===== config.mk =====
export PLATFORM = sky130hd
export DESIGN_NAME = ses_top
export DESIGN_NICKNAME = d
export VERILOG_FILES = /design/src/shared/ses_pkg.sv /design/src/logic/ses_top.sv
export SDC_FILE = /design/constraint.sdc
export NUM_CORES = 1
export LEC_CHECK = 0
export CORE_ASPECT_RATIO = 1.25
export CORE_UTILIZATION = 50
export DETAILED_ROUTE_END_ITERATION = 10
export DONT_BUFFER_PORTS = 1
export PLACE_DENSITY_LB_ADDON = 0.3
export SKIP_LAST_GASP = 1
export SLEW_MARGIN = 20
export SYNTH_ARGS = -nofsm -noshare
export SYNTH_HDL_FRONTEND = slang
export SYNTH_SLANG_ARGS = --single-unit

===== constraint.sdc =====
create_clock -name ref_clk -period 4.95 [get_ports ref_clk]
set_input_delay 0.2475 -clock ref_clk [delete_from_list [all_inputs] [get_ports ref_clk]]
set_output_delay 0.2475 -clock ref_clk [all_outputs]
set_load 0.01 [all_outputs]

===== src/shared/ses_pkg.sv =====
// Constants for the receiver eye-scan and equalizer analysis block
package ses_pkg;
	localparam int LANES_DEF = 4;
	localparam logic [3:0] AUTO_MODE_MIN = 4'h8;
	localparam logic [3:0] MODE_INNER = 4'h8;
	localparam logic [3:0] MODE_OUTER = 4'h9;
	localparam logic [3:0] MODE_AVG = 4'ha;
	localparam logic [3:0] MODE_MATCH = 4'h1;
	localparam logic [4:0] DECIM_LAST = 5'h13;
	localparam logic [1:0] EQ_ADAPT = 2'h1;
	localparam logic [1:0] EQ_PRE = 2'h2;
	localparam logic [1:0] EQ_POST = 2'h3;
	localparam int HOLD_UI = 48;
	localparam int ANALYSIS_UI = 150000;
	localparam logic [5:0] HOLD_CYC = 6'(HOLD_UI - 1);
	localparam logic [17:0] ANALYSIS_CYC = 18'(ANALYSIS_UI - 1);
	localparam logic [15:0] TALLY_RST = 16'h0000;
	localparam logic [5:0] LEVEL_RST = 6'h20;
	localparam logic [5:0] LEVEL_MAX = 6'h3f;
	typedef enum logic [1:0] {SES_IDLE, SES_RUN, SES_DONE} ses_state_type;
endpackage


===== src/logic/ses_top.sv =====
// Per-lane eye-scan engine with equalizer hold and cursor analysis
`timescale 1ns/1ps
`default_nettype none

// Notes on behaviour
// - Every enabled lane scans concurrently from its own received bitstream.
// - Modes below 8 use programmed voltage offset; higher modes sweep it automatically.
// - Only one of twenty bits is examined; pick selects phase 0 to 19.
// - Scan length sets how many decimated bits one run analyses.
// - Clear pulse high then low zeros tally; otherwise tally accumulates across runs.
// - Run high starts a scan after configuration is set.
// - Each lane raises its own done flag when its run finishes.
// - Inner, outer, average modes report boundary; other modes report tally.
// - Run returns low between scans; link may stay enabled throughout.
// - Equalizer mode 1 with link enabled adapts continuously; level readable.
// - Freeze stops adaptation and forces over and under flags low.
// - Freeze changes take effect within 48 unit intervals of recovery activity.
// - Under freeze choose mode 2 or 3, release freeze; analysis keeps response frozen.
// - Cursor analysis completes within 150000 unit intervals of recovery activity.
// - At analysis end raise over flag or under flag per result.
// - Mode 1 then freeze release resumes normal adaptation.
module ses_top #(
	parameter int LANES = ses_pkg::LANES_DEF,
	parameter int LEN_W = 16,
	parameter logic [17:0] ANALYSIS_COUNT = ses_pkg::ANALYSIS_CYC
)(
	input  wire logic               ref_clk,
	input  wire logic               resetn,
	input  wire logic               link_receiver_enable,
	input  wire logic [LANES-1:0]   lane_enable,
	input  wire logic [LANES-1:0]   lane_bit,
	input  wire logic [LANES-1:0]   lane_bit_valid,
	input  wire logic [LANES-1:0]   lane_sample_bit,
	input  wire logic [LANES-1:0]   lane_early,
	input  wire logic [LANES-1:0]   lane_late,
	input  wire logic [3:0]         scan_mode_select,
	input  wire logic [5:0]         sampler_voltage_offset,
	input  wire logic [5:0]         sampler_phase_offset,
	input  wire logic [4:0]         decimation_phase_pick,
	input  wire logic [LEN_W-1:0]   scan_length,
	input  wire logic               tally_clear,
	input  wire logic               scan_run,
	input  wire logic [1:0]         equalizer_mode,
	input  wire logic               equalizer_freeze,
	output logic [5:0]              sampler_voltage_drive,
	output logic [5:0]              sampler_phase_drive,
	output logic [LANES-1:0]        scan_done_per_lane,
	output logic [LANES*16-1:0]     mismatch_tally,
	output logic [LANES*6-1:0]      boundary_result,
	output logic [5:0]              equalizer_level_readback,
	output logic                    over_equalized_flag,
	output logic                    under_equalized_flag
);
	logic        clr_d_r;
	logic        clr_pulse;
	logic        run_d_r;
	logic        run_start;
	logic        auto_mode;
	logic        hold_eff_r;
	logic [5:0]  hold_cnt_r;
	logic [17:0] an_cnt_r;
	logic        an_active_r;
	logic        an_done_r;
	logic [15:0] pre_score_r;
	logic        freeze_d_r;

	function automatic logic is_boundary_mode(input logic [3:0] m);
		is_boundary_mode = (m == ses_pkg::MODE_INNER) || (m == ses_pkg::MODE_OUTER)
			|| (m == ses_pkg::MODE_AVG);
	endfunction

	// Tally clears on the falling edge of the clear control
	always_ff @(posedge ref_clk or negedge resetn)
	begin
		if (!resetn)
		begin
			clr_d_r <= 1'b0;
			run_d_r <= 1'b0;
		end
		else
		begin
			clr_d_r <= tally_clear;
			run_d_r <= scan_run;
		end
	end
	assign clr_pulse = clr_d_r && !tally_clear;
	assign run_start = scan_run && !run_d_r && link_receiver_enable;
	assign auto_mode = (scan_mode_select >= ses_pkg::AUTO_MODE_MIN);
	assign sampler_phase_drive = sampler_phase_offset;

	genvar g;
	generate
		for (g = 0; g < LANES; g++)
		begin : lane
			ses_pkg::ses_state_type st_r;
			logic [4:0]       ph_r;
			logic [LEN_W-1:0] len_r;
			logic [15:0]      tally_r;
			logic [5:0]       vo_r;
			logic [5:0]       bnd_r;
			logic             take;
			logic             miss;
			assign take = (st_r == ses_pkg::SES_RUN) && lane_bit_valid[g]
				&& (ph_r == decimation_phase_pick);
			// Match-counting mode inverts the comparison
			assign miss = (scan_mode_select == ses_pkg::MODE_MATCH) ?
				(lane_sample_bit[g] == lane_bit[g]) : (lane_sample_bit[g] != lane_bit[g]);

			always_ff @(posedge ref_clk or negedge resetn)
			begin
				if (!resetn)
					ph_r <= 5'h00;
				else if (!link_receiver_enable || !lane_enable[g])
					ph_r <= 5'h00;
				else if (lane_bit_valid[g])
					ph_r <= (ph_r == ses_pkg::DECIM_LAST) ? 5'h00 : ph_r + 5'h01;
			end

			always_ff @(posedge ref_clk or negedge resetn)
			begin
				if (!resetn)
				begin
					st_r <= ses_pkg::SES_IDLE;
					len_r <= '0;
				end
				else if (!scan_run || !link_receiver_enable)
					st_r <= ses_pkg::SES_IDLE;
				else
				begin
					unique case (st_r)
						ses_pkg::SES_IDLE:
							if (run_start && lane_enable[g])
							begin
								st_r <= ses_pkg::SES_RUN;
								len_r <= '0;
							end
						ses_pkg::SES_RUN:
							if (take)
							begin
								len_r <= len_r + 1'b1;
								if (len_r + 1'b1 >= scan_length)
									st_r <= ses_pkg::SES_DONE;
							end
						ses_pkg::SES_DONE:
							st_r <= ses_pkg::SES_DONE;
					endcase
				end
			end
			assign scan_done_per_lane[g] = (st_r == ses_pkg::SES_DONE);

			// Tally saturates rather than wrap, so long runs stay monotonic
			always_ff @(posedge ref_clk or negedge resetn)
			begin
				if (!resetn)
					tally_r <= ses_pkg::TALLY_RST;
				else if (clr_pulse)
					tally_r <= ses_pkg::TALLY_RST;
				else if (take && miss && !is_boundary_mode(scan_mode_select) && ~&tally_r)
					tally_r <= tally_r + 16'h0001;
			end

			// Auto sweep: step offset toward the eye edge on each matching decimated sample; a mismatch records the boundary
			always_ff @(posedge ref_clk or negedge resetn)
			begin
				if (!resetn)
				begin
					vo_r <= 6'h00;
					bnd_r <= 6'h00;
				end
				else if (run_start)
					vo_r <= auto_mode ? ses_pkg::LEVEL_RST : sampler_voltage_offset;
				else if (take && auto_mode)
				begin
					if (miss)
						bnd_r <= vo_r;
					else if (vo_r != ses_pkg::LEVEL_MAX)
						vo_r <= vo_r + 6'h01;
				end
				else if (!auto_mode)
					vo_r <= sampler_voltage_offset;
			end
			assign mismatch_tally[g*16 +: 16] = tally_r;
			assign boundary_result[g*6 +: 6] = bnd_r;

			a_tally_clear: assert property (@(posedge ref_clk) disable iff (!resetn)
				clr_pulse |=> tally_r == ses_pkg::TALLY_RST)
				else $error("tally not cleared");
			a_done_idle: assert property (@(posedge ref_clk) disable iff (!resetn)
				!scan_run |=> !scan_done_per_lane[g])
				else $error("done flag survives run low");
			a_done_holds: assert property (@(posedge ref_clk) disable iff (!resetn)
				scan_done_per_lane[g] && scan_run && link_receiver_enable
				|=> scan_done_per_lane[g])
				else $error("done flag dropped");
			a_decim_take: assert property (@(posedge ref_clk) disable iff (!resetn)
				take |=> !take [*8])
				else $error("decimated samples too close");
		end
	endgenerate

	assign sampler_voltage_drive = auto_mode ? lane[0].vo_r : sampler_voltage_offset;

	// A freeze change takes effect only after it persists for a whole hold window, to mirror recovery latency
	always_ff @(posedge ref_clk or negedge resetn)
	begin
		if (!resetn)
		begin
			hold_cnt_r <= 6'h00;
			hold_eff_r <= 1'b0;
		end
		else if (equalizer_freeze == hold_eff_r)
			hold_cnt_r <= 6'h00;
		else if (hold_cnt_r == ses_pkg::HOLD_CYC)
		begin
			hold_eff_r <= equalizer_freeze;
			hold_cnt_r <= 6'h00;
		end
		else
			hold_cnt_r <= hold_cnt_r + 6'h01;
	end

	// Adaptation from early/late votes of lane 0
	always_ff @(posedge ref_clk or negedge resetn)
	begin
		if (!resetn)
			equalizer_level_readback <= ses_pkg::LEVEL_RST;
		else if (link_receiver_enable && !hold_eff_r && !an_active_r && !an_done_r
			&& equalizer_mode == ses_pkg::EQ_ADAPT)
		begin
			if (lane_late[0] && equalizer_level_readback != ses_pkg::LEVEL_MAX)
				equalizer_level_readback <= equalizer_level_readback + 6'h01;
			else if (lane_early[0] && equalizer_level_readback != 6'h00)
				equalizer_level_readback <= equalizer_level_readback - 6'h01;
		end
	end

	// Cursor analysis: start on release of freeze with mode 2 or 3
	always_ff @(posedge ref_clk or negedge resetn)
	begin
		if (!resetn)
		begin
			freeze_d_r <= 1'b0;
			an_active_r <= 1'b0;
			an_done_r <= 1'b0;
			an_cnt_r <= 18'h00000;
			pre_score_r <= 16'h0000;
		end
		else
		begin
			freeze_d_r <= hold_eff_r;
			if (hold_eff_r || equalizer_mode == ses_pkg::EQ_ADAPT || !link_receiver_enable)
			begin
				an_active_r <= 1'b0;
				an_done_r <= 1'b0;
			end
			else if (freeze_d_r && (equalizer_mode == ses_pkg::EQ_PRE
				|| equalizer_mode == ses_pkg::EQ_POST))
			begin
				an_active_r <= 1'b1;
				an_cnt_r <= 18'h00000;
				pre_score_r <= 16'h8000;
			end
			else if (an_active_r)
			begin
				if (lane_late[0] && !(&pre_score_r))
					pre_score_r <= pre_score_r + 16'h0001;
				else if (lane_early[0] && |pre_score_r)
					pre_score_r <= pre_score_r - 16'h0001;
				if (an_cnt_r == ANALYSIS_COUNT)
				begin
					an_active_r <= 1'b0;
					an_done_r <= 1'b1;
				end
				else
					an_cnt_r <= an_cnt_r + 18'h00001;
			end
		end
	end

	always_ff @(posedge ref_clk or negedge resetn)
	begin
		if (!resetn)
		begin
			over_equalized_flag <= 1'b0;
			under_equalized_flag <= 1'b0;
		end
		else if (hold_eff_r || !an_done_r)
		begin
			over_equalized_flag <= 1'b0;
			under_equalized_flag <= 1'b0;
		end
		else
		begin
			over_equalized_flag <= pre_score_r < 16'h8000;
			under_equalized_flag <= pre_score_r > 16'h8000;
		end
	end

	a_freeze_flags: assert property (@(posedge ref_clk) disable iff (!resetn)
		hold_eff_r |=> !over_equalized_flag && !under_equalized_flag)
		else $error("flags high under freeze");
	a_freeze_lvl: assert property (@(posedge ref_clk) disable iff (!resetn)
		hold_eff_r && $past(hold_eff_r) |-> $stable(equalizer_level_readback))
		else $error("level moved under freeze");
	a_hold_delay: assert property (@(posedge ref_clk) disable iff (!resetn)
		$rose(equalizer_freeze) |-> ##[1:49] (hold_eff_r || !equalizer_freeze))
		else $error("hold latency exceeded");
	a_flags_excl: assert property (@(posedge ref_clk) disable iff (!resetn)
		!(over_equalized_flag && under_equalized_flag))
		else $error("both flags high");
endmodule
`default_nettype wire


Word-level counts from Yosys, hierarchy flattened --
Cells that the tools add are included.
Word-level totals: bits in registers 258, input port bits 69
Operators by class: $add $sub $neg 22, order comparisons 7, eq/ne operators 72, multiplexer cells 96, bitwise logic cells 4, reduce and logical (&&, ||, !) cells 117
Operator list (number):
- 16-bit two-way mux | 20
- 16-bit by 1-bit adder with 16-bit output, second input constant | 9
- 6-bit two-way mux | 23
- 16-bit one-hot mux with 2 select lines | 4
- 16-bit AND reduction | 5
- 16-bit greater-or-equal comparator | 4
- 5-bit two-way mux | 12
- 18-bit two-way mux | 3
- 3-bit AND reduction | 14
- 1-bit logical AND | 40
- 6-bit by 1-bit adder with 6-bit output, second input constant | 6
- 3-bit by 2-bit inequality test with 1-bit output, second input constant | 11
- 2-bit two-way mux | 16
- 2-bit nonzero test | 16
- 3-bit inequality test, second input constant | 10
- 6-bit inequality test, second input constant | 5
- 2-bit one-hot mux with 3 select lines | 4
- 5-bit by 1-bit adder with 5-bit output, second input constant | 4
- 5-bit equality test | 4
- 5-bit equality test, second input constant | 4
- 2-bit inequality test, second input constant | 10
- 18-bit by 1-bit adder with 18-bit output, second input constant | 1
- 18-bit equality test, second input constant | 1
- 1-bit zero test | 17
- other kinds (22) | 75

Logic depth before layout (Yosys ltp) --
Gate-level depths: netlist of the first run.
depth in word-level cells 8, depth in mapped cells 14, depth with buffers taken out 13

Worst setup path after synthesis of the first run --
No wires, ideal clock.
kind register -> register, start point register pre_score_r[15], end point register pre_score_r[15], setup time 99 ps, arrival time 3507 ps, slack 1343 ps, stages on the path, launching flop included 11, period minus slack after synthesis 3607 ps, cells stage by stage dfrtp_1 buf_2 nand4_1 o41ai_2 ha_1 a211oi_1 o211ai_1 a31o_2 a21oi_1 mux2_2 a311oi_1
On the way: cells in the longest elaborated chain, start to end 6
Ends and longest elaborated chain:
- start: declaration | line ses_top.sv:64 | logic [15:0] pre_score_r;
- start signal: assignment | line ses_top.sv:266 | pre_score_r <= pre_score_r + 16'h0001;
- start signal: assignment | line ses_top.sv:268 | pre_score_r <= pre_score_r - 16'h0001;
- parallel branches: the longest is 6 deep, another holds 16-bit by 1-bit subtractor with 16-bit output
Parallel ways; which one is timed is not known. The select of a mux whose other input is x is not followed. A chain may end at the register's enable or synchronous reset.

Worst setup path after layout of the first run --
Ends and elaborated chain as after synthesis.

==> run_results.csv, run 1 <==
group,metric,value,unit
detailed_routing,drt-initial-drc-count,872,
sta,tightest_slew,1.113,ns
yosys,synth.avg_cell_area,9.154,um2
sta,hold_ws,-0.6134,ns
critical_path,crit_chain,"nand4_1 -> o41ai_2 -> buf_4 -> ha_1 -> o21a_1 -> o21a_1 -> a31o_2 -> a21oi_1 -> mux2_2 -> a311oi_1",
sta,finalSetupViolations,0,
yosys,ys_types,74,
detailed_routing,wl_per_cell,18.65,um
sta,slew_viol_final,0,
detailed_routing,met1_length,16870,um
status,violations,"negative hold slack",
critical_path,r2r_slack,1.18,ns
yosys,synth-edff-count,0,
die,rows,73,
detailed_routing,route.met3.wl,2302,um
yosys,synth_cells,1768,
finish,drive_above_1_share,5.630,%
sta,final_period_minus_worst_setup_slack,3.772,ns
yosys,synth_top_area_share,39.74,%
critical_path,max_stage_delay,0.84,ns
pwr,max-vdd-ir-drop,279.8,uV
pwr,switching_power,1.236,mW
sta,rsz0062_at_grt,"false",
global_route,grt_use_total,25.09,%
pwr,internal-power,3.654,mW
finish,syn_to_final_growth,9.571,%
clock_network,ctsHoldBuffers,23,
pwr,p_total,4.890,mW
global_route,grt_pass1_wl,67460,um
global_route,grt_max_degree,259,
clock_network,htree_levels,1,
pwr,power.share.switching,25.27,%
clock_network,clockBufferDepth,3,
die,io_pins,181,
critical_path,crit_top_cell,"o21a_1",
run,cap_violations,0,
die,dieArea,33100,um2
sta,slew_headroom,25.54,%
worst_hold_path,hold_path.class,"input pin to async pin",
place,dpl.hpwl,29230,um
die,die-height,203.2,um
die,core_area,31880,um2
detailed_routing,routed_wl,41140,um
global_route,grt-ovfl-total,0,
yosys,yosys_warnings,0,
yosys,ys_ff_latch,258,
yosys,async_flop_share,100.0,%
critical_path,worst_r2r_startpoint,"pre_score_r[15]",
pwr,seqPwrFrac,46.4,%
clock_network,root_buffer,"clkbuf_16",
critical_path,start_kind,"flip-flop",
yosys,synth-seq-area-share,39.90,%
critical_path,crit_family,"compound AO/OA/AOI/OAI gates",
detailed_routing,routed-via-count,13460,
critical_path,r2r-end,"pre_score_r[15]",
global_route,antenna_found_initial,0,
place,place.gp.congestion,0.8749,
global_route,grt_pass1_vias,13330,
pwr,p_clk_share,44.7,%
pwr,power_density,275.8,nW/um2
detailed_routing,ant_nets,0,
yosys,yosysMostFrequentCell,"dfrtp_1",
clock_network,cts_tree,"built",
detailed_routing,routed.top_layer,"met4",
critical_path,path_buf_inv,1,
critical_path,cp_slowest_cell,"o41ai_2",
clock_network,cts.clk_slew.worst_paths,0.06,ns
clock_network,clock_sinks,258,
die,start_util,50.77,%
critical_path,cp_max_fo,10,
clock_network,numCtsBuffers,29,
status,status,"complete, but fails checks",
critical_path,arrival,4.23,ns
critical_path,cp.required,5.41,ns
yosys,synthTopCellsByCount,"257 x dfrtp_1, 164 x nand2_1, 155 x nor2_1, 122 x o21ai_0, 112 x ha_1",
yosys,synth_top_cell_by_area,"dfrtp_1",
critical_path,path_class,"flip-flop to flip-flop",
sta,skew,0.01506,ns
critical_path,reg2reg_depth,10,
sta,tns,0,ns
detailed_routing,wl_met2,20430,um
detailed_routing,avgViaCountPerCell,6.102,
sta,post-route-period-util,76.20,%
yosys,netlist_area,16180,um2
die,die_w,162.9,um
finish,final_nets,1956,
clock_network,insertion_delay,0.56,ns
finish,diodes,0,
pwr,p_leak,8.167,nW
critical_path,endpoint_kind,"flip-flop",
sta,max_freq,265.1,MHz
pwr,p_comb_share,8.9,%
detailed_routing,dr.pass1.iters,5,
yosys,ys_top_cells_by_area,"dfrtp_1 40%, ha_1 8.7%, xor2_1 5.1%",
yosys,synth_ff_type,"dfrtp_1",
place,io_buffer_count,0,
sta,hold_viol_final,258,
detailed_routing,drc,0,
yosys,syn-num-nets,1951,
cells by family (layout without fill, tap and decap cells):
group	Yosys count	after routing	share of synthesized area (%)
flops	258	258	39.90
mux	32	32	2.188
simple gates	698	698	21.71
buf+inv	116	142	2.876
compound gates	376	376	15.01
xor+xnor	174	174	9.416
fa+ha+maj	114	114	8.906
layout by cell type (no fill, tap or decap), drive strengths merged, types with 12 or more instances in the layout:
master,instances
inv,57
nor2b,19
nor4,12
clkbuf,41
nor3,29
a21oi,79
nand3,101
nand2,164
and2,22
nor2,155
o31ai,17
xnor2,80
a22o,21
a21o,26
and3,45
o21ai,124
or3,13
dfrtp,257
ha,112
nand2b,21
dlygate4sd3,23
mux2,27
nand4,70
xor2,94
metal layers:
layer | up-vias | GRT usage [%]
li1 | 6398 | -
met5 | - | 0
met3 | 95 | 4.861
met2 | 304 | 43.75
met4 | 0 | 10.15
met1 | 6664 | 30.11
repair_timing:
| item | CTS | global route |
|---|---|---|
| hold endpoints to repair | 319 | 258 |
| endpoints found under the setup margin | 0 | 0 |
| buffers inserted | 0 | 0 |
| resized for setup | 0 | 0 |
registers in the layout, summed over array words and instances (netlist names), 6 cells and up:
signal	count
lane.st_r	8
an_cnt_r	18
lane.ph_r	20
equalizer_level_readback	6
lane.len_r	64
lane.vo_r	24
hold_cnt_r	6
lane.tally_r	64
lane.bnd_r	24
pre_score_r	16
worst max path at each step:
stage	startpoint	endpoint	slack, ns	cells past startpoint
6_report	pre_score_r[15]	pre_score_r[15]	1.18	10
5_1_grt	pre_score_r[15]	pre_score_r[15]	0.96	10
4_1_cts	pre_score_r[15]	pre_score_r[15]	1.22	10
3_5_place_dp	pre_score_r[15]	pre_score_r[15]	1.24	10
3_3_place_gp	pre_score_r[15]	pre_score_r[15]	1.30	10
2_1_floorplan	pre_score_r[15]	pre_score_r[15]	1.34	10
power by group through the flow:
stage | Clock, mW | Sequential (mW) | Combinational, mW
global placement | 0 | 2.30 | 0.386
detailed placement | 0 | 2.31 | 0.404
floorplan | 0 | 2.28 | 0.329
global route | 2.32 | 2.28 | 0.487
CTS | 2.23 | 2.27 | 0.431
finish | 2.19 | 2.27 | 0.433
layout make-up:
type                            instances  area (um2)
Clock buffer                           41       810.8
Clock inverter                         11       142.6
Fill cell                            2848       14140
Inverter                               57       214.0
Multi-Input combinational cell       1394        9288
Sequential cell                       258        6457
Tap cell                              412       515.5
Timing Repair Buffer                   33       305.3
metrics by stage:
step	worst slack [ns]	cell area (um2)	util [%]	instances	hold WS (ns)
global placement	1.302	16540	51.88	2130	-0.03789
global route	0.9649	17730	55.63	2206	-0.6384
floorplan	1.343	16180	-	1768	-0.04809
detailed placement	1.244	16550	51.91	2131	-0.03845
CTS	1.215	17730	55.62	2206	-0.6293
finish	1.178	17730	55.63	2206	-0.6134
Note: power is estimated with default switching activity, not from simulation.
==> run 2, diff against run 1 <==
ABC_AREA = 1   (was not set)
clock period = 3.1 ns   (was 4.95 ns; I/O delays follow)
==> run 2 against run 1 <==
  * Synthesized area grew 11%
  * Sequential share of layout area shrank 3.8 points
  * First-iteration DRC count grew 20%
  * Final area grew 12%
  * Sequential power grew 67%
  * Non-clock buffer count grew 7
  * The run still ends with negative hold slack left
  * Via count grew 21%
  * Utilization grew 0.26 points
  * Power grew 81%
  * Largest cell class unchanged
  * Count of clock-buffer cells in the layout is the same
==> run_results.csv, run 2 <==
group,metric,value,unit
detailed_routing,routed_wl,45140,um
critical_path,cp_max_fo,6,
yosys,netlist_area,18030,um2
yosys,ys_types,57,
place,dpl.hpwl,32520,um
sta,post-route-period-util,90.78,%
global_route,grt_pass1_vias,15730,
yosys,synthTopCellsByCount,"721 x nand2_1, 304 x nor2_1, 277 x inv_1, 257 x dfrtp_1, 226 x nand3_1",
clock_network,ctsHoldBuffers,29,
clock_network,clockBufferDepth,3,
critical_path,max_stage_delay,0.84,ns
pwr,p_leak,10.12,nW
finish,fill_cells,3360,
sta,hold_ws,-0.7119,ns
critical_path,path_class,"input pin to flip-flop",
die,die_w,171.8,um
global_route,grt-ovfl-total,0,
status,status,"complete, but fails checks",
status,violations,"negative hold slack",
critical_path,r2r-end,"lane[1].st_r[1]",
yosys,synth_top_area_share,35.67,%
critical_path,crit_family,"buffers and inverters",
die,start_util,50.85,%
pwr,power.share.switching,27.25,%
detailed_routing,wl_per_cell,14.88,um
die,die-height,214.3,um
yosys,synth.avg_cell_area,7.180,um2
sta,skew,0.02970,ns
yosys,yosys_warnings,0,
clock_network,insertion_delay,0.57,ns
place,place.gp.congestion,0.9233,
sta,rsz0062_at_grt,"false",
yosys,syn-num-nets,2694,
finish,final_cell_area,19810,um2
critical_path,endpoint_kind,"flip-flop",
yosys,async_flop_share,100.0,%
yosys,synth_cells,2511,
die,dieArea,36830,um2
sta,max_freq,355.3,MHz
pwr,p_comb_share,13.5,%
sta,finalSetupViolations,0,
yosys,synth-edff-count,0,
pwr,p_clk_share,43.7,%
detailed_routing,ant_nets,0,
clock_network,numCtsBuffers,29,
finish,final_nets,2719,
global_route,antenna_found_initial,1,
clock_network,htree_levels,1,
pwr,power_density,446.0,nW/um2
clock_network,root_buffer,"clkbuf_16",
sta,final_period_minus_worst_setup_slack,2.814,ns
sta,hold_viol_final,258,
run,cap_violations,0,
place,io_buffer_count,0,
yosys,synth_top_cell_by_area,"dfrtp_1",
critical_path,r2r_slack,0.31,ns
critical_path,reg2reg_depth,15,
detailed_routing,drt-initial-drc-count,1046,
detailed_routing,routed-via-count,16310,
clock_network,cts_tree,"built",
critical_path,cp.required,3.61,ns
pwr,seqPwrFrac,42.7,%
yosys,synth-seq-area-share,35.82,%
clock_network,clock_sinks,258,
clock_network,post_cts_buffers,0,
critical_path,cp_slowest_cell,"dlygate4sd3_1",
yosys,ys_ff_latch,258,
pwr,max-vdd-ir-drop,465.1,uV
critical_path,start_kind,"input pin",
global_route,grt_pass1_wl,74270,um
finish,final_common_cell,"nand2_1",
critical_path,crit_top_cell,"dlygate4sd3_1",
yosys,yosysMostFrequentCell,"nand2_1",
critical_path,worst_r2r_startpoint,"lane[1].len_r[0]",
critical_path,crit_chain,"dlygate4sd3_1 -> nand2_1 -> dlygate4sd3_1 -> a41oi_1 -> nand3_1 -> dlygate4sd3_1 -> o21ai_0 -> dlygate4sd3_1",
finish,drive_above_1_share,4.613,%
detailed_routing,avgViaCountPerCell,5.377,
sta,tns,0,ns
finish,mostFrequentLayoutCells,"721 x nand2_1, 304 x nor2_1, 277 x inv_1",
yosys,ys_top_cells_by_area,"dfrtp_1 36%, nand2_1 15%, ha_1 7.8%",
pwr,internal-power,6.429,mW
detailed_routing,dr.pass1.iters,6,
critical_path,path_buf_inv,4,
finish,syn_to_final_growth,9.896,%
yosys,synth_ff_type,"dfrtp_1",
detailed_routing,drc,0,
die,rows,77,
finish,reg_top3,"lane.len_r: 64 flops, lane.tally_r: 64 flops",
sta,slew_viol_final,0,
global_route,grt_use_total,24.51,%
die,core_area,35450,um2
clock_network,cts_resized,0,
place,place_area,18450,um2
pwr,switching_power,2.408,mW
critical_path,arrival,3.32,ns
global_route,grt_max_degree,259,
die,io_pins,181,
clock_network,cts.clk_slew.worst_paths,0.07,ns
sta,tightest_slew,0.6878,ns
worst_hold_path,hold_path.class,"input pin to async pin",
sta,slew_headroom,54.14,%
==> run 2: cells by family (layout without fill, tap and decap cells) <==
kind of cell    count (synthesis)  count (layout)  share of synthesized area [%]
flops                         258             258                          35.82
fa+ha+maj                     114             114                          7.994
buf+inv                       341             388                          7.654
xor+xnor                      152             152                          7.384
compound gates                218             218                          6.801
simple gates                 1428            1428                          34.35
other cells                     0               1                              0
==> run 2: layout make-up <==
| type | count | area (um2) | area share (%) |
|---|---|---|---|
| flip-flops and latches | 258 | 6457 | 32.59 |
| inverters | 295 | 1114 | 5.620 |
| repair buffers | 40 | 385.4 | 1.945 |
| clock buffers | 41 | 820.8 | 4.142 |
| well taps | 474 | 593.1 | 2.993 |
| clock inverters | 12 | 249.0 | 1.257 |
| diodes | 1 | 2.502 | 0.01263 |
| multi-input cells | 1912 | 10190 | 51.44 |
==> run 2: worst reg2reg max path: cells and delay by family (launching register included) <==
kind	cells	cell delay [ns]
AND/OR/NAND/NOR	10	1.41
buffers and inverters	1	0.05
adder cells (fa/ha/maj)	1	0.28
flip-flops	1	0.43
AO/OA/AOI/OAI	3	0.52
==> run 2: worst max-delay path by stage <==
stage | start | endpoint | slack (ns) | depth (start not counted)
6_report | link_receiver_enable | lane[0].ph_r[1] | 0.29 | 8
5_1_grt | lane[2].len_r[0] | lane[2].st_r[1] | 0.09 | 16
4_1_cts | link_receiver_enable | lane[0].ph_r[1] | 0.34 | 8
3_5_place_dp | lane[1].len_r[0] | lane[1].st_r[1] | 0.39 | 15
3_3_place_gp | lane[1].len_r[0] | lane[1].st_r[0] | 0.46 | 16
2_1_floorplan | lane[1].len_r[0] | lane[1].st_r[0] | 0.57 | 16
==> run 2: power groups by stage <==
| stage | sequential [mW] | combinational, mW | clock (mW) |
|---|---|---|---|
| after CTS | 3.78 | 1.19 | 3.95 |
| after detailed placement | 3.84 | 1.15 | 0 |
| after floorplan | 3.78 | 0.925 | 0 |
| after global placement | 3.83 | 1.10 | 0 |
| final | 3.78 | 1.19 | 3.86 |
| after global routing | 3.80 | 1.37 | 4.09 |
==> run 2: per-stage QoR <==
step / hold WS, ns / util, % / total power, mW / instances / setup WS, ns
after floorplan: -0.1406 / - / 4.704 / 2511 / 0.5705
after global placement: -0.1291 / 52.04 / 4.930 / 2950 / 0.4612
after detailed placement: -0.1303 / 52.04 / 4.984 / 2950 / 0.3893
after CTS: -0.7396 / 55.88 / 8.921 / 3032 / 0.3365
after global routing: -0.7452 / 55.88 / 9.261 / 3032 / 0.08578
final: -0.7119 / 55.89 / 8.837 / 3033 / 0.2858
==> run 2: routing by layer <==
layer	vias up	part of all wire, %	global-route usage [%]
li1	8154	-	-
met1	7610	41	29.38
met2	453	49	43.47
met3	91	6.4	4.153
met4	0	3.2	8.909
met5	-	0	0
==> run 3, diff against run 2 <==
CORE_UTILIZATION = 59   (was 50)
==> run 3 against run 2 <==
  * The flow still finishes with violations (negative hold slack)
  * Clock power fell by 10%
  * Count of clock-buffer cells in the layout decreased by 1
  * Utilization rose by 9.2 points
  * Non-clock buffer count fell by 2
  * Via count is 0.30% higher
  * Critical endpoint is now pre_score_r[12]
  * Largest power group is now sequential cells
==> run_results.csv, run 3 (synthesized netlist as in run 2, its figures left out) <==
group,metric,value,unit
clock_network,root_buffer,"clkbuf_16",
critical_path,cp.required,3.59,ns
pwr,power.share.switching,28.04,%
clock_network,ctsHoldBuffers,28,
pwr,p_leak,10.08,nW
global_route,grt_use_total,28.32,%
run,cap_violations,0,
sta,post-route-period-util,88.51,%
clock_network,insertion_delay,0.56,ns
detailed_routing,dr.pass1.iters,5,
die,die-height,197.4,um
critical_path,endpoint_kind,"flip-flop",
critical_path,r2r_slack,0.36,ns
clock_network,clock_sinks,258,
pwr,seqPwrFrac,44.8,%
detailed_routing,drt-initial-drc-count,1298,
die,die_w,158.4,um
finish,diodes,0,
pwr,max-vdd-ir-drop,401.2,uV
critical_path,cp_max_fo,17,
pwr,power_density,430.2,nW/um2
clock_network,htree_levels,1,
sta,fin_ws,0.3562,ns
critical_path,arrival,3.23,ns
die,start_util,59.87,%
detailed_routing,routed-via-count,16360,
critical_path,path_class,"flip-flop to flip-flop",
place,place.gp.congestion,0.9235,
pwr,p_clk_share,41.1,%
place,dp_slack,0.3939,ns
clock_network,clockBufferDepth,3,
critical_path,reg2reg_depth,13,
status,violations,"negative hold slack",
pwr,internal-power,6.068,mW
sta,skew,0.01498,ns
detailed_routing,routed_wl,43690,um
finish,drive_above_1_share,4.734,%
critical_path,r2r-end,"pre_score_r[12]",
sta,hold_viol_final,258,
finish,final_nets,2717,
sta,rsz0062_at_grt,"false",
sta,max_freq,364.5,MHz
sta,tightest_slew,0.6815,ns
die,io_pins,181,
sta,final_period_minus_worst_setup_slack,2.744,ns
place,io_buffer_count,0,
place,dpl.hpwl,31090,um
clock_network,cts.clk_slew.worst_paths,0.06,ns
clock_network,post_cts_buffers,0,
global_route,grt-ovfl-total,0,
finish,reg_top3,"lane.len_r: 64 flops, lane.tally_r: 64 flops",
die,core_area,30120,um2
sta,finalSetupViolations,0,
die,rows,71,
critical_path,crit_start,"pre_score_r[0]",
global_route,antenna_found_initial,0,
clock_network,cts_resized,0,
critical_path,start_kind,"flip-flop",
sta,hold_ws,-0.7045,ns
finish,mostFrequentLayoutCells,"721 x nand2_1, 304 x nor2_1, 277 x inv_1",
global_route,grt_pass1_wl,72920,um
detailed_routing,avgViaCountPerCell,5.532,
sta,tns,0,ns
clock_network,numCtsBuffers,29,
finish,syn_to_final_growth,8.730,%
detailed_routing,wl_per_cell,14.78,um
clock_network,cts_tree,"built",
die,dieArea,31270,um2
pwr,p_comb_share,14.1,%
detailed_routing,drc,0,
worst_hold_path,hold_path.class,"input pin to async pin",
critical_path,worst_r2r_startpoint,"pre_score_r[0]",
pwr,switching_power,2.365,mW
detailed_routing,ant_nets,0,
global_route,grt_max_degree,259,
status,status,"complete, but fails checks",
sta,slew_headroom,54.52,%
finish,final_common_cell,"nand2_1",
sta,slew_viol_final,0,
global_route,grt_pass1_vias,15720,
## run 3: cell types whose count changed in the layout (fill, tap and decap cells not counted), sizes merged
cell         delta
clkinvlp        +1
diode           -1
inv             -1
bufinv          -5
buf             -1
clkinv          +6
clkbuf          -1
dlygate4sd3     -1
## run 3: layout make-up
cell class	instances	area, um2
Fill cell	2597	10510
Timing Repair Buffer	38	367.9
Multi-Input combinational cell	1912	10190
Clock inverter	13	123.9
Inverter	295	1114
Tap cell	401	501.7
Sequential cell	258	6457
Clock buffer	40	847.1
## run 3: power by group through the flow
stage          sequential, mW  clock (mW)  combinational (mW)
3_5_place_dp             3.83           0                1.14
2_1_floorplan            3.78           0               0.925
6_report                 3.78        3.47                1.19
3_3_place_gp             3.83           0                1.08
5_1_grt                  3.81        3.67                1.36
4_1_cts                  3.77        3.53                1.18
## run 3: worst max-delay path by stage
stage / end / slack (ns)
6_report: pre_score_r[12] / 0.36
2_1_floorplan: lane[1].st_r[0] / 0.57
3_3_place_gp: pre_score_r[14] / 0.45
3_5_place_dp: pre_score_r[12] / 0.39
4_1_cts: pre_score_r[12] / 0.37
5_1_grt: lane[2].st_r[1] / 0.04
## run 3: critical path, cell delays in order (launching register included)
cell and delay [ns]:
dfrtp_1 0.44, nand4_1 0.14, nor2_1 0.15, nand2_1 0.08
nand2_1 0.47, inv_1 0.12, fa_1 0.44, o21bai_1 0.31
nand3_1 0.11, nand3_1 0.14, nor2_1 0.05, nor2_1 0.10
nand2_1 0.07, nand2_1 0.05
## run 3: per-layer routing
metal	vias to the layer above	share of wire, %	global-route usage, %
li1	8122	-	-
met1	7682	41	33.78
met2	455	50	50.57
met3	98	5.7	4.563
met4	0	3.1	10.54
met5	-	0	0
## run 3: per-stage QoR
stage	hold slack [ns]	instances	util (%)	power (mW)	instance area [um2]
finish	-0.7045	2957	65.10	8.433	19600
global route	-0.7288	2957	65.10	8.848	19600
CTS	-0.7209	2957	65.10	8.485	19600
detailed placement	-0.1341	2876	60.94	4.969	18350
global placement	-0.1303	2876	60.94	4.906	18350
floorplan	-0.1406	2511	-	4.704	18030
